## config.mk

```make
export PLATFORM = sky130hd
export DESIGN_NAME = tpw_timer
export DESIGN_NICKNAME = d
export VERILOG_FILES = /design/src/pkg/tpw_pkg.sv /design/src/core/tpw_timer.sv /design/src/core/tpw_prescaler.sv /design/src/core/tpw_wb_slave.sv
export VERILOG_INCLUDE_DIRS = /design/src /design/src/pkg
export SDC_FILE = /design/constraint.sdc
export NUM_CORES = 1
export LEC_CHECK = 0
export ABC_AREA = 1
export BUFFER_PORTS_ARGS = -buffer_cell sky130_fd_sc_hd__buf_2
export CORE_MARGIN = 2
export CORE_UTILIZATION = 40
export DETAILED_ROUTE_END_ITERATION = 8
export SYNTH_ARGS = -nofsm -noshare
export SYNTH_HDL_FRONTEND = slang
export SYNTH_SLANG_ARGS = --single-unit
```

## constraint.sdc

```tcl
create_clock -name i_clock -period 3.95 [get_ports i_clock]
set_input_delay 0.5925 -clock i_clock [delete_from_list [all_inputs] [get_ports i_clock]]
set_output_delay 0.5925 -clock i_clock [all_outputs]
set_load 0.03 [all_outputs]
```

## src/pkg/tpw_cfg.svh

```systemverilog
// register offsets, field positions, mode codes and timing counts for the pwm timer
`ifndef TPW_CFG_SVH
`define TPW_CFG_SVH
`define TPW_OFF_CTRL      4'h0
`define TPW_OFF_COUNT     4'h4
`define TPW_OFF_COMPARE   4'h8
`define TPW_OFF_FLAGS     4'hc
`define TPW_OFF_MASK      4'h0
`define TPW_OFF_GTC       4'h0
`define TPW_ADDR_CTRL     8'h00
`define TPW_ADDR_COUNT    8'h04
`define TPW_ADDR_COMPARE  8'h08
`define TPW_ADDR_FLAGS    8'h0c
`define TPW_ADDR_IRQEN    8'h10
`define TPW_ADDR_GTC      8'h14
`define TPW_ADDR_IRQACK   8'h18
`define TPW_CTRL_WGM_LSB  0
`define TPW_CTRL_COM_LSB  2
`define TPW_CTRL_DDR_BIT  4
`define TPW_CTRL_GIE_BIT  5
`define TPW_CTRL_ASYNC_BIT 6
`define TPW_CTRL_PS_LSB   8
`define TPW_FLAG_OVF_BIT  0
`define TPW_FLAG_CMP_BIT  1
`define TPW_IRQEN_OVF_BIT 0
`define TPW_IRQEN_CMP_BIT 1
`define TPW_GTC_PSR_BIT   1
`define TPW_GTC_TSM_BIT   7
`define TPW_WGM_PHASE     2'h1
`define TPW_COM_OFF       2'h0
`define TPW_COM_NONINV    2'h2
`define TPW_COM_INV       2'h3
`define TPW_COUNT_MAX     8'hff
`define TPW_COUNT_BOTTOM  8'h00
`define TPW_ASYNC_PSR_CYCLES 2
`endif

```

## src/pkg/tpw_pkg.sv

```systemverilog
// types shared by the pwm timer modules
package tpw_pkg;
    typedef enum logic [1:0] {
        TPW_BUS_IDLE,
        TPW_BUS_ACK,
        TPW_BUS_HOLD
    } tpw_bus_state_t;
    typedef enum logic {
        TPW_DIR_UP,
        TPW_DIR_DOWN
    } tpw_dir_t;
endpackage

```

## src/core/tpw_timer.sv

```systemverilog
// 8-bit timer with phase correct pwm, flags, prescaler reset and wishbone registers
// Notes on behaviour
// - phase correct operation when waveform mode select equals 1.
// - counter counts bottom up to max, then back down to bottom.
// - non-inverting clears on up-count match, sets on down-count match; inverting opposite.
// - pwm resolution is always eight bits.
// - counter holds max for one timer tick, then reverses.
// - overflow flag sets when counter reaches bottom and turns.
// - output mode two gives non-inverted pwm, three inverted.
// - compare level reaches the pin only when direction bit selects output.
// - flag register bits 7:2 read zero.
// - compare match flag, bit 1, sets when count equals compare value.
// - flags clear on interrupt vector acknowledge or software write of one.
// - compare irq needs global enable, compare enable and compare flag.
// - overflow flag is bit 0; irq needs global, overflow enable and flag.
// - writing one to prescaler reset bit resets prescaler; bit self-clears.
// - in asynchronous mode the reset bit stays one until reset completes.
// - prescaler reset bit never self-clears while sync hold mode is set.
// - counter max is 0xff.
// - output mode zero: no compare action, pin keeps port function.
// - new output mode takes effect at next compare match.
//
// Our own choices: the register offsets and the Wishbone interface to the registers.
`timescale 1ns/1ps
`include "tpw_cfg.svh"
module tpw_timer #(
    parameter int PS_WIDTH = 10
) (
    // clock and reset
    input  wire logic        i_clock,
    input  wire logic        i_reset,
    // wishbone slave
    input  wire logic        i_wb_cyc,
    input  wire logic        i_wb_stb,
    input  wire logic        i_wb_we,
    input  wire logic [7:0]  i_wb_adr,
    input  wire logic [3:0]  i_wb_sel,
    input  wire logic [31:0] i_wb_dat,
    output logic [31:0]      o_wb_dat,
    output logic             o_wb_ack,
    // port pin and general port function
    input  wire logic        i_port_value,
    output logic             o_compare_out_pin,
    output logic             o_compare_out_pin_oe,
    // interrupt requests to the cpu
    output logic             o_compare_irq,
    output logic             o_overflow_irq
);
    typedef struct packed {
        logic [31:0]        rdata;
        logic               ack;
        logic [7:0]         count_value;
        logic [7:0]         compare_value;
        tpw_pkg::tpw_dir_t  dir;
        logic [1:0]         waveform_mode_sel;
        logic [1:0]         compare_output_mode;
        logic [1:0]         active_com;
        logic               port_dir_out;
        logic               global_irq_enable;
        logic               async_mode;
        logic [2:0]         clock_select;
        logic               compare_out;
        logic               overflow_flag;
        logic               compare_match_flag;
        logic               compare_irq_enable;
        logic               overflow_irq_enable;
        logic               prescaler_reset_bit;
        logic               sync_hold_mode;
        logic [1:0]         psr_wait;
        logic               pin;
        logic               pin_oe;
        logic               cirq;
        logic               oirq;
    } tpw_state_t;

    tpw_state_t state_q;
    tpw_state_t state_d;
    logic       access;
    logic       tick;
    logic       wr;
    logic       psr_clear;

    initial begin
        if (PS_WIDTH < 10 || PS_WIDTH > 16) begin
            $error("prescaler width must be 10 to 16");
        end
    end

    function automatic logic [31:0] lanes(input logic [31:0] old, input logic [31:0] nw,
                                          input logic [3:0] sel);
        lanes = old;
        for (int i = 0; i < 4; i++) begin
            if (sel[i]) begin
                lanes[i*8 +: 8] = nw[i*8 +: 8];
            end
        end
    endfunction

    tpw_wb_slave u_bus (
        .i_clock  (i_clock),
        .i_reset  (i_reset),
        .i_cyc    (i_wb_cyc),
        .i_stb    (i_wb_stb),
        .o_access (access),
        .o_ack    ()
    );

    // prescaler cleared while the reset bit is one
    assign psr_clear = state_q.prescaler_reset_bit;

    tpw_prescaler #(
        .WIDTH (PS_WIDTH)
    ) u_ps (
        .i_clock  (i_clock),
        .i_reset  (i_reset),
        .i_clear  (psr_clear),
        .i_select (state_q.clock_select),
        .o_tick   (tick)
    );

    assign wr = access && i_wb_we;

    always_comb begin
        logic [31:0] w;
        logic        up_match;
        logic        dn_match;
        logic        hit;
        logic        bottom;
        logic        set_ovf;
        logic        set_cmp;
        w        = '0;
        up_match = 1'b0;
        dn_match = 1'b0;
        hit      = 1'b0;
        bottom   = 1'b0;
        set_ovf  = 1'b0;
        set_cmp  = 1'b0;
        state_d  = state_q;
        state_d.ack = access;

        // dual slope counting on each timer tick
        if (tick && state_q.waveform_mode_sel == `TPW_WGM_PHASE) begin
            hit = (state_q.count_value == state_q.compare_value);
            if (state_q.dir == tpw_pkg::TPW_DIR_UP) begin
                up_match = hit;
                if (state_q.count_value == `TPW_COUNT_MAX) begin
                    // max held one tick, then turn down
                    state_d.dir         = tpw_pkg::TPW_DIR_DOWN;
                    state_d.count_value = state_q.count_value - 8'h01;
                end else begin
                    state_d.count_value = state_q.count_value + 8'h01;
                end
            end else begin
                dn_match = hit;
                if (state_q.count_value == `TPW_COUNT_BOTTOM) begin
                    state_d.dir         = tpw_pkg::TPW_DIR_UP;
                    state_d.count_value = state_q.count_value + 8'h01;
                    bottom              = 1'b1;
                end else begin
                    state_d.count_value = state_q.count_value - 8'h01;
                end
            end
            set_cmp = hit;
            set_ovf = bottom;
            if (hit) begin
                state_d.active_com = state_q.compare_output_mode;
                case (state_q.compare_output_mode)
                    `TPW_COM_NONINV: state_d.compare_out = dn_match && !up_match;
                    `TPW_COM_INV:    state_d.compare_out = up_match && !dn_match;
                    default:         state_d.compare_out = state_q.compare_out;
                endcase
            end
        end

        // prescaler reset bit: self-clear unless hold mode or async wait
        if (state_q.prescaler_reset_bit && !state_q.sync_hold_mode) begin
            if (!state_q.async_mode) begin
                state_d.prescaler_reset_bit = 1'b0;
            end else if (state_q.psr_wait == 2'(`TPW_ASYNC_PSR_CYCLES - 1)) begin
                state_d.prescaler_reset_bit = 1'b0;
                state_d.psr_wait            = 2'h0;
            end else begin
                state_d.psr_wait = state_q.psr_wait + 2'h1;
            end
        end

        // register writes
        if (wr) begin
            case (i_wb_adr)
                `TPW_ADDR_CTRL: begin
                    w = lanes({16'h0, 5'h0, state_q.clock_select, 1'b0,
                               state_q.async_mode, state_q.global_irq_enable,
                               state_q.port_dir_out, state_q.compare_output_mode,
                               state_q.waveform_mode_sel}, i_wb_dat, i_wb_sel);
                    state_d.waveform_mode_sel   = w[`TPW_CTRL_WGM_LSB +: 2];
                    state_d.compare_output_mode = w[`TPW_CTRL_COM_LSB +: 2];
                    state_d.port_dir_out        = w[`TPW_CTRL_DDR_BIT];
                    state_d.global_irq_enable   = w[`TPW_CTRL_GIE_BIT];
                    state_d.async_mode          = w[`TPW_CTRL_ASYNC_BIT];
                    state_d.clock_select        = w[`TPW_CTRL_PS_LSB +: 3];
                end
                `TPW_ADDR_COUNT: begin
                    if (i_wb_sel[0]) begin
                        state_d.count_value = i_wb_dat[7:0];
                    end
                end
                `TPW_ADDR_COMPARE: begin
                    if (i_wb_sel[0]) begin
                        state_d.compare_value = i_wb_dat[7:0];
                    end
                end
                `TPW_ADDR_FLAGS: begin
                    if (i_wb_sel[0] && i_wb_dat[`TPW_FLAG_OVF_BIT]) begin
                        state_d.overflow_flag = 1'b0;
                    end
                    if (i_wb_sel[0] && i_wb_dat[`TPW_FLAG_CMP_BIT]) begin
                        state_d.compare_match_flag = 1'b0;
                    end
                end
                `TPW_ADDR_IRQEN: begin
                    if (i_wb_sel[0]) begin
                        state_d.overflow_irq_enable = i_wb_dat[`TPW_IRQEN_OVF_BIT];
                        state_d.compare_irq_enable  = i_wb_dat[`TPW_IRQEN_CMP_BIT];
                    end
                end
                `TPW_ADDR_GTC: begin
                    if (i_wb_sel[0]) begin
                        state_d.sync_hold_mode = i_wb_dat[`TPW_GTC_TSM_BIT];
                        if (i_wb_dat[`TPW_GTC_PSR_BIT]) begin
                            state_d.prescaler_reset_bit = 1'b1;
                            state_d.psr_wait            = 2'h0;
                        end
                    end
                end
                `TPW_ADDR_IRQACK: begin
                    // vector execution acknowledge from the cpu
                    if (i_wb_sel[0] && i_wb_dat[`TPW_FLAG_OVF_BIT]) begin
                        state_d.overflow_flag = 1'b0;
                    end
                    if (i_wb_sel[0] && i_wb_dat[`TPW_FLAG_CMP_BIT]) begin
                        state_d.compare_match_flag = 1'b0;
                    end
                end
                default: begin
                end
            endcase
        end

        // hardware set after clears so the set wins
        if (set_ovf) begin
            state_d.overflow_flag = 1'b1;
        end
        if (set_cmp) begin
            state_d.compare_match_flag = 1'b1;
        end

        // read data
        state_d.rdata = state_q.rdata;
        if (access && !i_wb_we) begin
            case (i_wb_adr)
                `TPW_ADDR_CTRL: state_d.rdata = {16'h0, 5'h0, state_q.clock_select, 1'b0,
                                                 state_q.async_mode,
                                                 state_q.global_irq_enable,
                                                 state_q.port_dir_out,
                                                 state_q.compare_output_mode,
                                                 state_q.waveform_mode_sel};
                `TPW_ADDR_COUNT:   state_d.rdata = {24'h0, state_q.count_value};
                `TPW_ADDR_COMPARE: state_d.rdata = {24'h0, state_q.compare_value};
                `TPW_ADDR_FLAGS:   state_d.rdata = {24'h0, 6'h00,
                                                    state_q.compare_match_flag,
                                                    state_q.overflow_flag};
                `TPW_ADDR_IRQEN:   state_d.rdata = {24'h0, 6'h00,
                                                    state_q.compare_irq_enable,
                                                    state_q.overflow_irq_enable};
                `TPW_ADDR_GTC:     state_d.rdata = {24'h0, state_q.sync_hold_mode, 5'h00,
                                                    state_q.prescaler_reset_bit, 1'b0};
                default:           state_d.rdata = 32'h0000_0000;
            endcase
        end

        // pin: override only when a mode is active and direction is output
        state_d.pin_oe = state_q.port_dir_out;
        state_d.pin    = (state_q.active_com == `TPW_COM_OFF) ? i_port_value
                                                              : state_q.compare_out;
        state_d.cirq = state_q.global_irq_enable && state_q.compare_irq_enable
                       && state_q.compare_match_flag;
        state_d.oirq = state_q.global_irq_enable && state_q.overflow_irq_enable
                       && state_q.overflow_flag;
    end

    always_ff @(posedge i_clock) begin
        if (i_reset) begin
            state_q     <= '0;
            state_q.dir <= tpw_pkg::TPW_DIR_UP;
        end else begin
            state_q <= state_d;
        end
    end

    assign o_wb_dat             = state_q.rdata;
    assign o_wb_ack             = state_q.ack;
    assign o_compare_out_pin    = state_q.pin;
    assign o_compare_out_pin_oe = state_q.pin_oe;
    assign o_compare_irq        = state_q.cirq;
    assign o_overflow_irq       = state_q.oirq;
endmodule

```

## src/core/tpw_prescaler.sv

```systemverilog
// timer clock prescaler producing a one-cycle tick
`timescale 1ns/1ps
`include "tpw_cfg.svh"
module tpw_prescaler #(
    parameter int WIDTH = 10
) (
    // clock and reset
    input  wire logic       i_clock,
    input  wire logic       i_reset,
    // control
    input  wire logic       i_clear,
    input  wire logic [2:0] i_select,
    // tick out
    output logic            o_tick
);
    typedef struct packed {
        logic [WIDTH-1:0] count;
        logic             tick;
    } tpw_ps_state_t;

    tpw_ps_state_t state_q;
    tpw_ps_state_t state_d;

    initial begin
        if (WIDTH < 10) begin
            $error("prescaler width must be at least 10");
        end
    end

    function automatic logic tap(input logic [WIDTH-1:0] c, input logic [2:0] s);
        case (s)
            3'h1: tap = 1'b1;
            3'h2: tap = &c[2:0];
            3'h3: tap = &c[4:0];
            3'h4: tap = &c[5:0];
            3'h5: tap = &c[6:0];
            3'h6: tap = &c[7:0];
            3'h7: tap = &c[9:0];
            default: tap = 1'b0;
        endcase
    endfunction

    always_comb begin
        state_d = state_q;
        if (i_clear) begin
            state_d.count = '0;
            state_d.tick  = 1'b0;
        end else begin
            state_d.tick  = tap(state_q.count, i_select);
            state_d.count = state_q.count + {{(WIDTH-1){1'b0}}, 1'b1};
            if (state_d.tick) begin
                state_d.count = '0;
            end
        end
    end

    always_ff @(posedge i_clock) begin
        if (i_reset) begin
            state_q <= '0;
        end else begin
            state_q <= state_d;
        end
    end

    assign o_tick = state_q.tick;
endmodule

```

## src/core/tpw_wb_slave.sv

```systemverilog
// classic wishbone handshake: one ack per request, ack dropped after one cycle
`timescale 1ns/1ps
`include "tpw_cfg.svh"
module tpw_wb_slave (
    // clock and reset
    input  wire logic i_clock,
    input  wire logic i_reset,
    // bus request
    input  wire logic i_cyc,
    input  wire logic i_stb,
    // access strobe and ack
    output logic      o_access,
    output logic      o_ack
);
    typedef struct packed {
        tpw_pkg::tpw_bus_state_t st;
    } tpw_wb_state_t;

    tpw_wb_state_t state_q;
    tpw_wb_state_t state_d;

    always_comb begin
        state_d = state_q;
        case (state_q.st)
            tpw_pkg::TPW_BUS_IDLE: begin
                if (i_cyc && i_stb) begin
                    state_d.st = tpw_pkg::TPW_BUS_ACK;
                end
            end
            tpw_pkg::TPW_BUS_ACK: begin
                state_d.st = tpw_pkg::TPW_BUS_HOLD;
            end
            tpw_pkg::TPW_BUS_HOLD: begin
                if (!(i_cyc && i_stb)) begin
                    state_d.st = tpw_pkg::TPW_BUS_IDLE;
                end
            end
            default: begin
                state_d.st = tpw_pkg::TPW_BUS_IDLE;
            end
        endcase
    end

    always_ff @(posedge i_clock) begin
        if (i_reset) begin
            state_q.st <= tpw_pkg::TPW_BUS_IDLE;
        end else begin
            state_q <= state_d;
        end
    end

    // access happens in the cycle o_ack is high; the timer registers it, so the master samples ack one cycle later
    assign o_ack    = (state_q.st == tpw_pkg::TPW_BUS_ACK);
    assign o_access = (state_q.st == tpw_pkg::TPW_BUS_ACK);
endmodule

```

==> results of run 1 <==
flip-flops by register name (all words and copies together), names as in the netlist:
| signal | cells |
|---|---|
| state_q | 36 |
| o_wb_dat | 11 |
| u_ps.state_q | 10 |
| u_bus.state_q | 2 |
| o_compare_irq | 1 |
| o_compare_out_pin | 1 |
| o_compare_out_pin_oe | 1 |
| o_overflow_irq | 1 |
| o_wb_ack | 1 |
| psr_clear | 1 |
| state_d | 1 |
| u_ps.o_tick | 1 |
through the flow:
| step | worst slack, ns | power, mW | area, µm² |
|---|---|---|---|
| floorplan | 2.328 | 0.7726 | 3857 |
| global placement | 1.849 | 0.7833 | 3886 |
| detailed placement | 1.903 | 0.7843 | 3886 |
| CTS | 2.025 | 1.547 | 4151 |
| global route | 1.825 | 1.588 | 4151 |
| finish | 2.018 | 1.534 | 4151 |
power by group through the flow:
stage | Combinational, mW | Clock, mW | Sequential (mW)
6_report | 0.0866 | 0.766 | 0.681
5_1_grt | 0.0955 | 0.810 | 0.682
2_1_floorplan | 0.0740 | 0 | 0.699
3_3_place_gp | 0.0862 | 0 | 0.697
4_1_cts | 0.0871 | 0.779 | 0.681
3_5_place_dp | 0.0870 | 0 | 0.697
cell usage after synthesis:
cell type | number | share of area, %
o21ai_1 | 9 | 1.2
buf_4 | 33 | 6.5
or2_2 | 2 | 0.33
nor2_4 | 4 | 1.2
a211oi_1 | 2 | 0.40
o21ai_0 | 24 | 3.2
a21oi_1 | 40 | 5.3
nand2_2 | 8 | 1.3
nand2_4 | 3 | 0.89
conb_1 | 1 | 0.099
a22oi_1 | 1 | 0.20
and3_2 | 1 | 0.20
nand3_1 | 42 | 5.6
nor3_1 | 2 | 0.26
dfxtp_1 | 67 | 35
buf_2 | 4 | 0.53
nand2_1 | 108 | 11
xor2_1 | 13 | 3.0
nand3_2 | 4 | 1.1
nand4_1 | 7 | 1.2
inv_1 | 51 | 5.1
a21boi_0 | 1 | 0.20
a211oi_2 | 1 | 0.33
nor2_2 | 6 | 0.99
xnor2_1 | 6 | 1.4
o211ai_1 | 3 | 0.60
or3_1 | 1 | 0.17
nor4_2 | 1 | 0.33
nor2_1 | 51 | 5.1
ha_1 | 6 | 2.0
nor4_1 | 1 | 0.17
a21oi_2 | 1 | 0.23
inv_2 | 10 | 0.99
nor3_2 | 1 | 0.26
nor2_8 | 1 | 0.53
o21ai_2 | 1 | 0.23
clkbuf_1 | 6 | 0.60
o211ai_2 | 3 | 0.99
buf_6 | 4 | 1.2
clkinv_1 | 1 | 0.099
worst min path at each step:
| stage | startpoint | endpoint |
|---|---|---|
| after floorplan | u_bus.state_q[1]$_SDFFE_PP0P_ | u_bus.state_q[0]$_SDFFE_PP0P_ |
| after global placement | u_bus.state_q[1]$_SDFFE_PP0P_ | u_bus.state_q[0]$_SDFFE_PP0P_ |
| after detailed placement | u_bus.state_q[1]$_SDFFE_PP0P_ | u_bus.state_q[0]$_SDFFE_PP0P_ |
| after CTS | state_q[5]$_SDFF_PP0_ | state_q[5]$_SDFF_PP0_ |
| after global routing | state_q[5]$_SDFF_PP0_ | state_q[5]$_SDFF_PP0_ |
| final | state_q[5]$_SDFF_PP0_ | state_q[5]$_SDFF_PP0_ |
metal layers:
metal	GRT usage [%]	share of wire, %	wire length (µm)	vias to the layer above
li1	-	-	-	1712
met1	23.07	48	4144	1494
met2	28.48	45	3851	69
met3	4.693	5.2	441	13
met4	5.301	1.4	119	0
met5	0	0	0	-
worst max-delay path, cell delays in order (launching register included):
cell and delay, ns:
dfxtp_1 0.36, nand2_1 0.09, nor2_2 0.56, nand3_1 0.16, nor2_1 0.26, nand2_1 0.19, o21ai_1 0.15, nor2_1 0.05
cell type report:
class / instances / area, µm² / share of cell area (%)
clock inverters: 6 / 137.6 / 3.315
repair buffers: 44 / 225.2 / 5.425
flip-flops and latches: 67 / 1341 / 32.31
well taps: 111 / 138.9 / 3.345
multi-input cells: 375 / 1948 / 46.93
inverters: 62 / 232.7 / 5.606
clock buffers: 10 / 127.6 / 3.074
logic make-up (layout without fill, tap and decap cells):
| kind of cell | after synthesis | count (layout) | share of synthesized area (%) |
|---|---|---|---|
| simple gates | 243 | 243 | 30.20 |
| buf+inv | 109 | 122 | 15.02 |
| compound gates | 86 | 86 | 12.84 |
| flops | 67 | 67 | 35.46 |
| xor+xnor | 19 | 19 | 4.400 |
| fa+ha+maj | 6 | 6 | 1.985 |
| other cells | 1 | 21 | 0.09914 |
==> metrics, run 1 <==
status=finished, final reports clean; Hold Buf Count CTS=0; Gate Count Post-Synth=531; worst vdd ir=0.0001961 V; ant diodes=0; total wire length=around 8.6 mm; Worst R2R Path Depth=7; CP Data Required Time=about 4.2 ns; Worst-Skew Late Latency=0.35 ns; Die Ht=about 100 µm; RSZ-0062 raised after global routing=no; DRT antenna net count=0; Reg clk slew, reported paths=about 0.080 ns; chip width=just over 100 µm; syn_area_per_cell=roughly 7.1 µm²; # DRC=0; DRT Pass-1 Iters=4; register area share after synthesis=a little over a third; hold depth=2; Least-Margin Pin Slew=roughly 0.75 ns; largest net degree at the start of global routing=33; Final setup viols=0; GP Congestion=between 0.8 and 0.9; most frequent cells in the layout=108 x nand2_1, 67 x dfxtp_1, 51 x inv_1, 51 x nor2_1; share of layout cells above drive strength 1=about a fifth; CTS H-Tree Depth=3; Max Cap Viol=0; vias in the first global route=2999; final number of hold-violating endpoints=0; element type at the critical path end=register; worst hold path class=register to register; sequential share of power=44.4%; Syn Std Cell Area=0.003782 mm²; post-synth cell types=40; final worst path period share=about half; overall routing resource usage=between 10% and 20%; Net Sw Power=0.3490 mW; Fmax=roughly 520 MHz; RR Startpoint=state_q[23]$_SDFFE_PP0P_; DR vias/cell=just under 5; fin cells=between 600 and 700; commonest non-fill, non-tap cell in the layout=nand2_1; reg2reg end=state_q[19]$_SDFFE_PP0P_; FILL cells=977; Comb power frac=under 10%; Yosys reg bits=67; CP startpoint=state_q[23]$_SDFFE_PP0P_; leakage power total=1.875 nW; Clock power frac=between 40% and 50%; Max Buffers Root-to-Sink=2; startpoint class of the critical path=register; via count=between 3000 and 4000; critical path class=register to register; CTS root buffer=clkbuf_8; Max-slew headroom=49.68%; # nets final=615; hpwl dp=around 6.5 mm; skew final=around 0.011 ns; Slew Viols, Final=0; crit path DAT=between 2 and 2.5 ns; first-pass GRT wire length=roughly 14 mm; Initial Utilization=41.13%; setup slack, reg-to-reg=2.02 ns; Cell Pwr Density=369.5 mW/mm²; initial DRC count=around 130; Std-Cell Rows=35; Final min period=approximately 1.9 ns; full die area=0.01025 mm²; initial antenna violation count=0; clk sinks=67; number of buffers added on ports=42; post-CTS resize count=0; Power Internal=~1.2 mW; Area Growth Syn to Fin=9.758%; Finished Core Util=~45%; core area=0.009196 mm²; global route overflow=0; Inserted Clock Buffers=9; CTS tree=built; Post CTS Setup Buffer Count=0; drt wl/cell=approximately 13 µm; post-route setup TNS=0 ns; Yosys warnings=0; DP Cell Count=between 600 and 700; # IOs=87; Switching Fraction=around 23%; crit path capture=state_q[19]$_SDFFE_PP0P_; worst-path fanout max=16; Fin Hold WS=approximately 0.43 ns
Note: power is estimated with default switching activity, not from simulation.
==> run 2, diff against run 1 <==
clock period = 1.8 ns   (was 3.95 ns; I/O delays follow)
==> metrics, run 2 (synthesized netlist as in run 1, its figures left out) <==
status=finished, final reports clean; max reg flops=36 (unchanged); CTS H-Tree Depth=3 (unchanged); largest net degree at the start of global routing=29 (-12%); Placement Cell Area=0.003944 mm² (+1.5%); clk sinks=67 (unchanged); core area=0.009196 mm² (unchanged); WP buf/inv=1 (+1); startpoint class of the critical path=register; worst-path fanout max=5 (-11); most frequent cells in the layout=108 x nand2_1, 67 x dfxtp_1, 51 x nor2_1; via count=3256 (-0.97%); Inserted Clock Buffers=9 (unchanged); first-pass GRT wire length=13.90 mm (-3.0%); crit path DAT=1.88 ns (-0.29 ns); element type at the critical path end=register; commonest non-fill, non-tap cell in the layout=nand2_1; Die Ht=101.2 µm (unchanged); Post-Layout Inst Area=0.004138 mm² (-0.33%); global route overflow=0 (unchanged); worst vdd ir=0.0004225 V (+120%); critical path's largest stage delay=0.40 ns (-0.16 ns); hpwl dp=6.502 mm (+0.79%); gr busiest metal=met2; # DRC=0 (unchanged); DRT Pass-1 Iters=4 (unchanged); share of layout cells above drive strength 1=20.00% (+1.2 points); met2 track demand over resource=28.07% (-0.41 points); GP Congestion=0.9167 (+10%); post-route setup TNS=0 ns (unchanged); Fmax=612.9 MHz (+18%); DRT antenna net count=0 (unchanged); full die area=0.01025 mm² (unchanged); crit-path cells=ha_1, nand3_1, nor2_2, nand3_2, nand2_2, nand3_2, nand3_1, nand3_1, nand2_1, inv_1; CP dominant cell by count=nand3_1; leakage power total=1.866 nW (-0.50%); Hold Buf Count CTS=0 (unchanged); vias in the first global route=2974 (-0.83%); worst hold path class=primary input to register; area of the multi-input gates=0.001948 mm² (unchanged); ant diodes=0 (unchanged); final worst slack=0.1685 ns (-1.849 ns); Slowest cell on crit path=dfxtp_1; Worst-Skew Late Latency=0.34 ns (about the same); CTS tree=built; # IOs=87 (unchanged); CTS root buffer=clkbuf_8; Reg clk slew, reported paths=0.08 ns (about the same); Initial Utilization=41.13% (unchanged); Final min period=1.631 ns (-0.3009 ns); CP Data Required Time=2.04 ns (-2.14 ns); Final setup viols=0 (unchanged); final number of hold-violating endpoints=0 (unchanged); skew final=0.007415 ns (-0.003108 ns); Slew Viols, Final=0 (unchanged); Max Cap Viol=0 (unchanged); GR Util met1=22.67% (-0.40 points); total wire length=8.468 mm (-1.0%); Place WS=0.1339 ns (-1.769 ns); Top delay family on crit path=simple AND/OR/NAND/NOR gates; final worst path period share=90.64% (+42 points); chip width=101.2 µm (unchanged); DR vias/cell=4.781 (-1.8%); initial antenna violation count=0 (unchanged); drt wl/cell=12.43 µm (-1.9%); Storage cell area=0.001341 mm² (unchanged); overall routing resource usage=17.39% (-0.23 points); # nets final=621 (+0.98%); Cell Pwr Density=708.0 mW/mm² (+92%); Max Buffers Root-to-Sink=2 (unchanged); RSZ-0062 raised after global routing=no; GRT met3 Usage=4.762% (+0.069 points); largest register by flop count=state_q; Std-Cell Rows=35 (unchanged); critical path class=register to register; Area Growth Syn to Fin=9.395%; FILL cells=970 (-0.72%); initial DRC count=159 (+20%); number of buffers added on ports=42 (unchanged)
-- run 2: cell count changes in the layout (fill, tap and decap cells not counted), sizes merged --
| cell | delta |
|---|---|
| clkinvlp | +3 |
| clkinv | -1 |
| bufinv | -3 |
| buf | +6 |
| inv | +1 |
-- run 2: path summary, 6_finish.rpt --
kind,start,endpoint,slack (ns),depth (start not counted)
worst min-delay path,i_reset,state_q[8]$_SDFFE_PP0P_,0.15,2
worst max-delay path,state_q[35]$_SDFF_PP0_,state_q[41]$_SDFF_PP0_,0.17,10
worst max register to register,state_q[35]$_SDFF_PP0_,state_q[41]$_SDFF_PP0_,0.17,10
worst min register to register,u_bus.state_q[1]$_SDFFE_PP0P_,u_bus.state_q[0]$_SDFFE_PP0P_,0.41,1
-- run 2: where the power goes --
group	total (mW)	internal (mW)	switching, mW	leakage (nW)
sequential	1.50	1.49	0.00519	0.541
clock	1.24	0.640	0.603	0.0885
combinational	0.192	0.0464	0.145	1.24
-- run 2: layer usage --
| layer | vias to the layer above | wire, µm |
|---|---|---|
| met1 | 1452 | 4099 |
| met2 | 79 | 3893 |
| met5 | - | 0 |
| met4 | 0 | 80 |
| li1 | 1719 | - |
| met3 | 6 | 395 |
-- run 2: final cells by class --
| cell class | count | share of cell area [%] |
|---|---|---|
| inverter | 62 | 5.624 |
| timing repair buffer | 50 | 6.834 |
| multi-input combinational | 375 | 47.08 |
| clock buffer | 10 | 3.084 |
| sequential | 67 | 32.42 |
| clock inverter | 6 | 1.603 |
| tap | 111 | 3.357 |
-- run 2: per-stage QoR --
step / total power [mW] / hold WS [ns] / cells / util [%]
finish: 2.929 / 0.1457 / 681 / 44.99
global route: 3.054 / 0.1215 / 681 / 44.99
CTS: 2.968 / 0.1268 / 681 / 44.99
detailed placement: 1.723 / 0.4154 / 665 / 42.88
global placement: 1.721 / 0.4047 / 665 / 42.88
floorplan: 1.696 / 0.3969 / 551 / -
-- run 2: what timing repair did --
item	4_1_cts	5_1_grt
gates resized for setup	0	2
endpoints found under the setup margin	0	4
setup buffers	0	0
==> run 3, diff against run 2 <==
SYNTH_HIERARCHICAL = 1   (was default)
==> metrics, run 3 <==
share of layout cells above drive strength 1=18.49% (-1.5 points); Syn Std Cell Area=0.004019 mm² (+6.3%); Cell Pwr Density=681.0 mW/mm² (-3.8%); hpwl dp=7.420 mm (+14%); Max Buffers Root-to-Sink=2 (unchanged); fin cells=755 (+11%); worst vdd ir=0.0003866 V (-8.5%); Reg clk slew, reported paths=0.07 ns (about the same); CTS tree=built; Final setup viols=0 (unchanged); Tot Pwr=2.994 mW (+2.2%); critical path's largest stage delay=0.35 ns (-0.05 ns); Final min period=1.603 ns (-0.02823 ns); WP buf/inv=2 (+1); Max Cap Viol=0 (unchanged); DRT antenna net count=0 (unchanged); Die Ht=104.2 µm (+3.0%); final number of hold-violating endpoints=0 (unchanged); Slowest cell on crit path=dfxtp_2; Gate Count Post-Synth=582 (+9.6%); Top delay family on crit path=simple AND/OR/NAND/NOR gates; CTS root buffer=clkbuf_8; Hold Buf Count CTS=0 (unchanged); post-route setup TNS=0 ns (unchanged); startpoint class of the critical path=register; commonest non-fill, non-tap cell in the layout=nand2_1; status=finished, final reports clean; final worst slack=0.1968 ns (+0.02823 ns); max reg flops=36 (unchanged); worst-path fanout max=10 (+5); Place WS=0.1763 ns (+0.04231 ns); # DRC=0 (unchanged); Fmax=623.7 MHz (+1.8%); global route overflow=0 (unchanged); Std-Cell Rows=36 (+2.9%); Yosys warnings=6 (+6); DR vias/cell=4.801 (+0.42%); Post CTS Setup Buffer Count=0 (unchanged); clk sinks=67 (unchanged); vias in the first global route=3388 (+14%); number of buffers added on ports=42 (unchanged); syn_area_per_cell=6.905 µm² (-3.1%); via count=3625 (+11%); initial DRC count=130 (-18%); Initial Utilization=41.12% (about the same); largest net degree at the start of global routing=34 (+17%); initial antenna violation count=0 (unchanged); overall routing resource usage=18.67% (+1.3 points); chip width=104.2 µm (+3.0%); Post-Layout Inst Area=0.004397 mm² (+6.3%); Area Growth Syn to Fin=9.402% (about the same); leakage power total=1.988 nW (+6.6%); drt wl/cell=12.79 µm (+2.8%); core area=0.009774 mm² (+6.3%); ant diodes=0 (unchanged); Placement Cell Area=0.004197 mm² (+6.4%); # IOs=87 (unchanged); skew final=0.01478 ns (+0.007362 ns); full die area=0.01086 mm² (+6.0%); # nets final=673 (+8.4%); element type at the critical path end=register; Inserted Clock Buffers=9 (unchanged); Slew Viols, Final=0 (unchanged); CTS H-Tree Depth=3 (unchanged); CP Data Required Time=2.08 ns (+0.04 ns); GP Congestion=0.9006 (-1.8%); DP Cell Count=739 (+11%); largest register by flop count=state_q; RSZ-0062 raised after global routing=no; first-pass GRT wire length=16.20 mm (+17%); final worst path period share=89.07% (-1.6 points); crit path DAT=1.89 ns (about the same); FILL cells=1044 (+7.6%); Worst-Skew Late Latency=0.36 ns (+0.02 ns); most frequent cells in the layout=130 x nand2_1, 67 x nor2_1, 63 x dfxtp_1; total wire length=9.654 mm (+14%); worst hold path class=primary input to register; crit-path cells=ha_1, nand3_2, inv_1, ha_1, inv_1, nand3_1, nand3_1, nand2_1, nor2_2, nand2_4, nor2_1; Least-Margin Pin Slew=0.6686 ns; DRT Pass-1 Iters=4 (unchanged); critical path class=register to register; Max-slew headroom=55.38%
-- run 3: through the flow --
stage / utilization [%] / hold slack, ns
detailed placement: 42.93 / 0.4400
floorplan: - / 0.3324
global route: 44.98 / 0.1435
CTS: 44.93 / 0.1380
global placement: 42.93 / 0.4385
finish: 44.98 / 0.1485
-- run 3: final timing paths --
kind	from	endpoint	cells past startpoint	slack (ns)
setup / recovery	u_ps/state_q[1]$_SDFF_PP0_	u_ps/state_q[1]$_SDFF_PP0_	11	0.20
setup reg to reg	u_ps/state_q[1]$_SDFF_PP0_	u_ps/state_q[1]$_SDFF_PP0_	11	0.20
hold reg to reg	state_d[2]$_SDFFE_PP0P_	o_compare_out_pin_oe$_SDFF_PP0_	2	0.45
hold / removal	i_port_value	o_compare_out_pin$_SDFF_PP0_	3	0.15
-- run 3: routing by layer --
metal | track usage, % | routed length, µm | up-vias
met2 | 31.02 | 4567 | 88
met3 | 3.509 | 443 | 15
met1 | 24.04 | 4478 | 1645
met5 | 0 | 0 | -
li1 | - | - | 1877
met4 | 7.046 | 165 | 0
-- run 3: worst min-delay path: stages --
cell    delay (ns)
buf_2         0.08
nor3_1        0.04
nor2_1        0.08
-- run 3: what timing repair did --
item / in CTS / in global routing
hold endpoints to repair: 0 / 0
endpoints found under the setup margin: 0 / 5
gates resized for setup: 0 / 4
-- run 3: area by class of cell --
type	count	area, µm²	area share [%]
inverter	73	276.5	6.289
timing repair buffer	54	300.3	6.830
sequential	67	1346	30.62
clock inverter	3	46.29	1.053
clock buffer	13	148.9	3.386
tap	133	166.4	3.785
multi-input combinational	412	2112	48.04
-- run 3: report_power, final --
group / leakage (nW) / internal [mW] / total [mW] / switching [mW]
clock network: 0.0943 / 0.685 / 1.29 / 0.603
registers: 0.542 / 1.49 / 1.50 / 0.00807
logic: 1.35 / 0.0486 / 0.207 / 0.158
total: 1.99 / 2.22 / 2.99 / 0.770
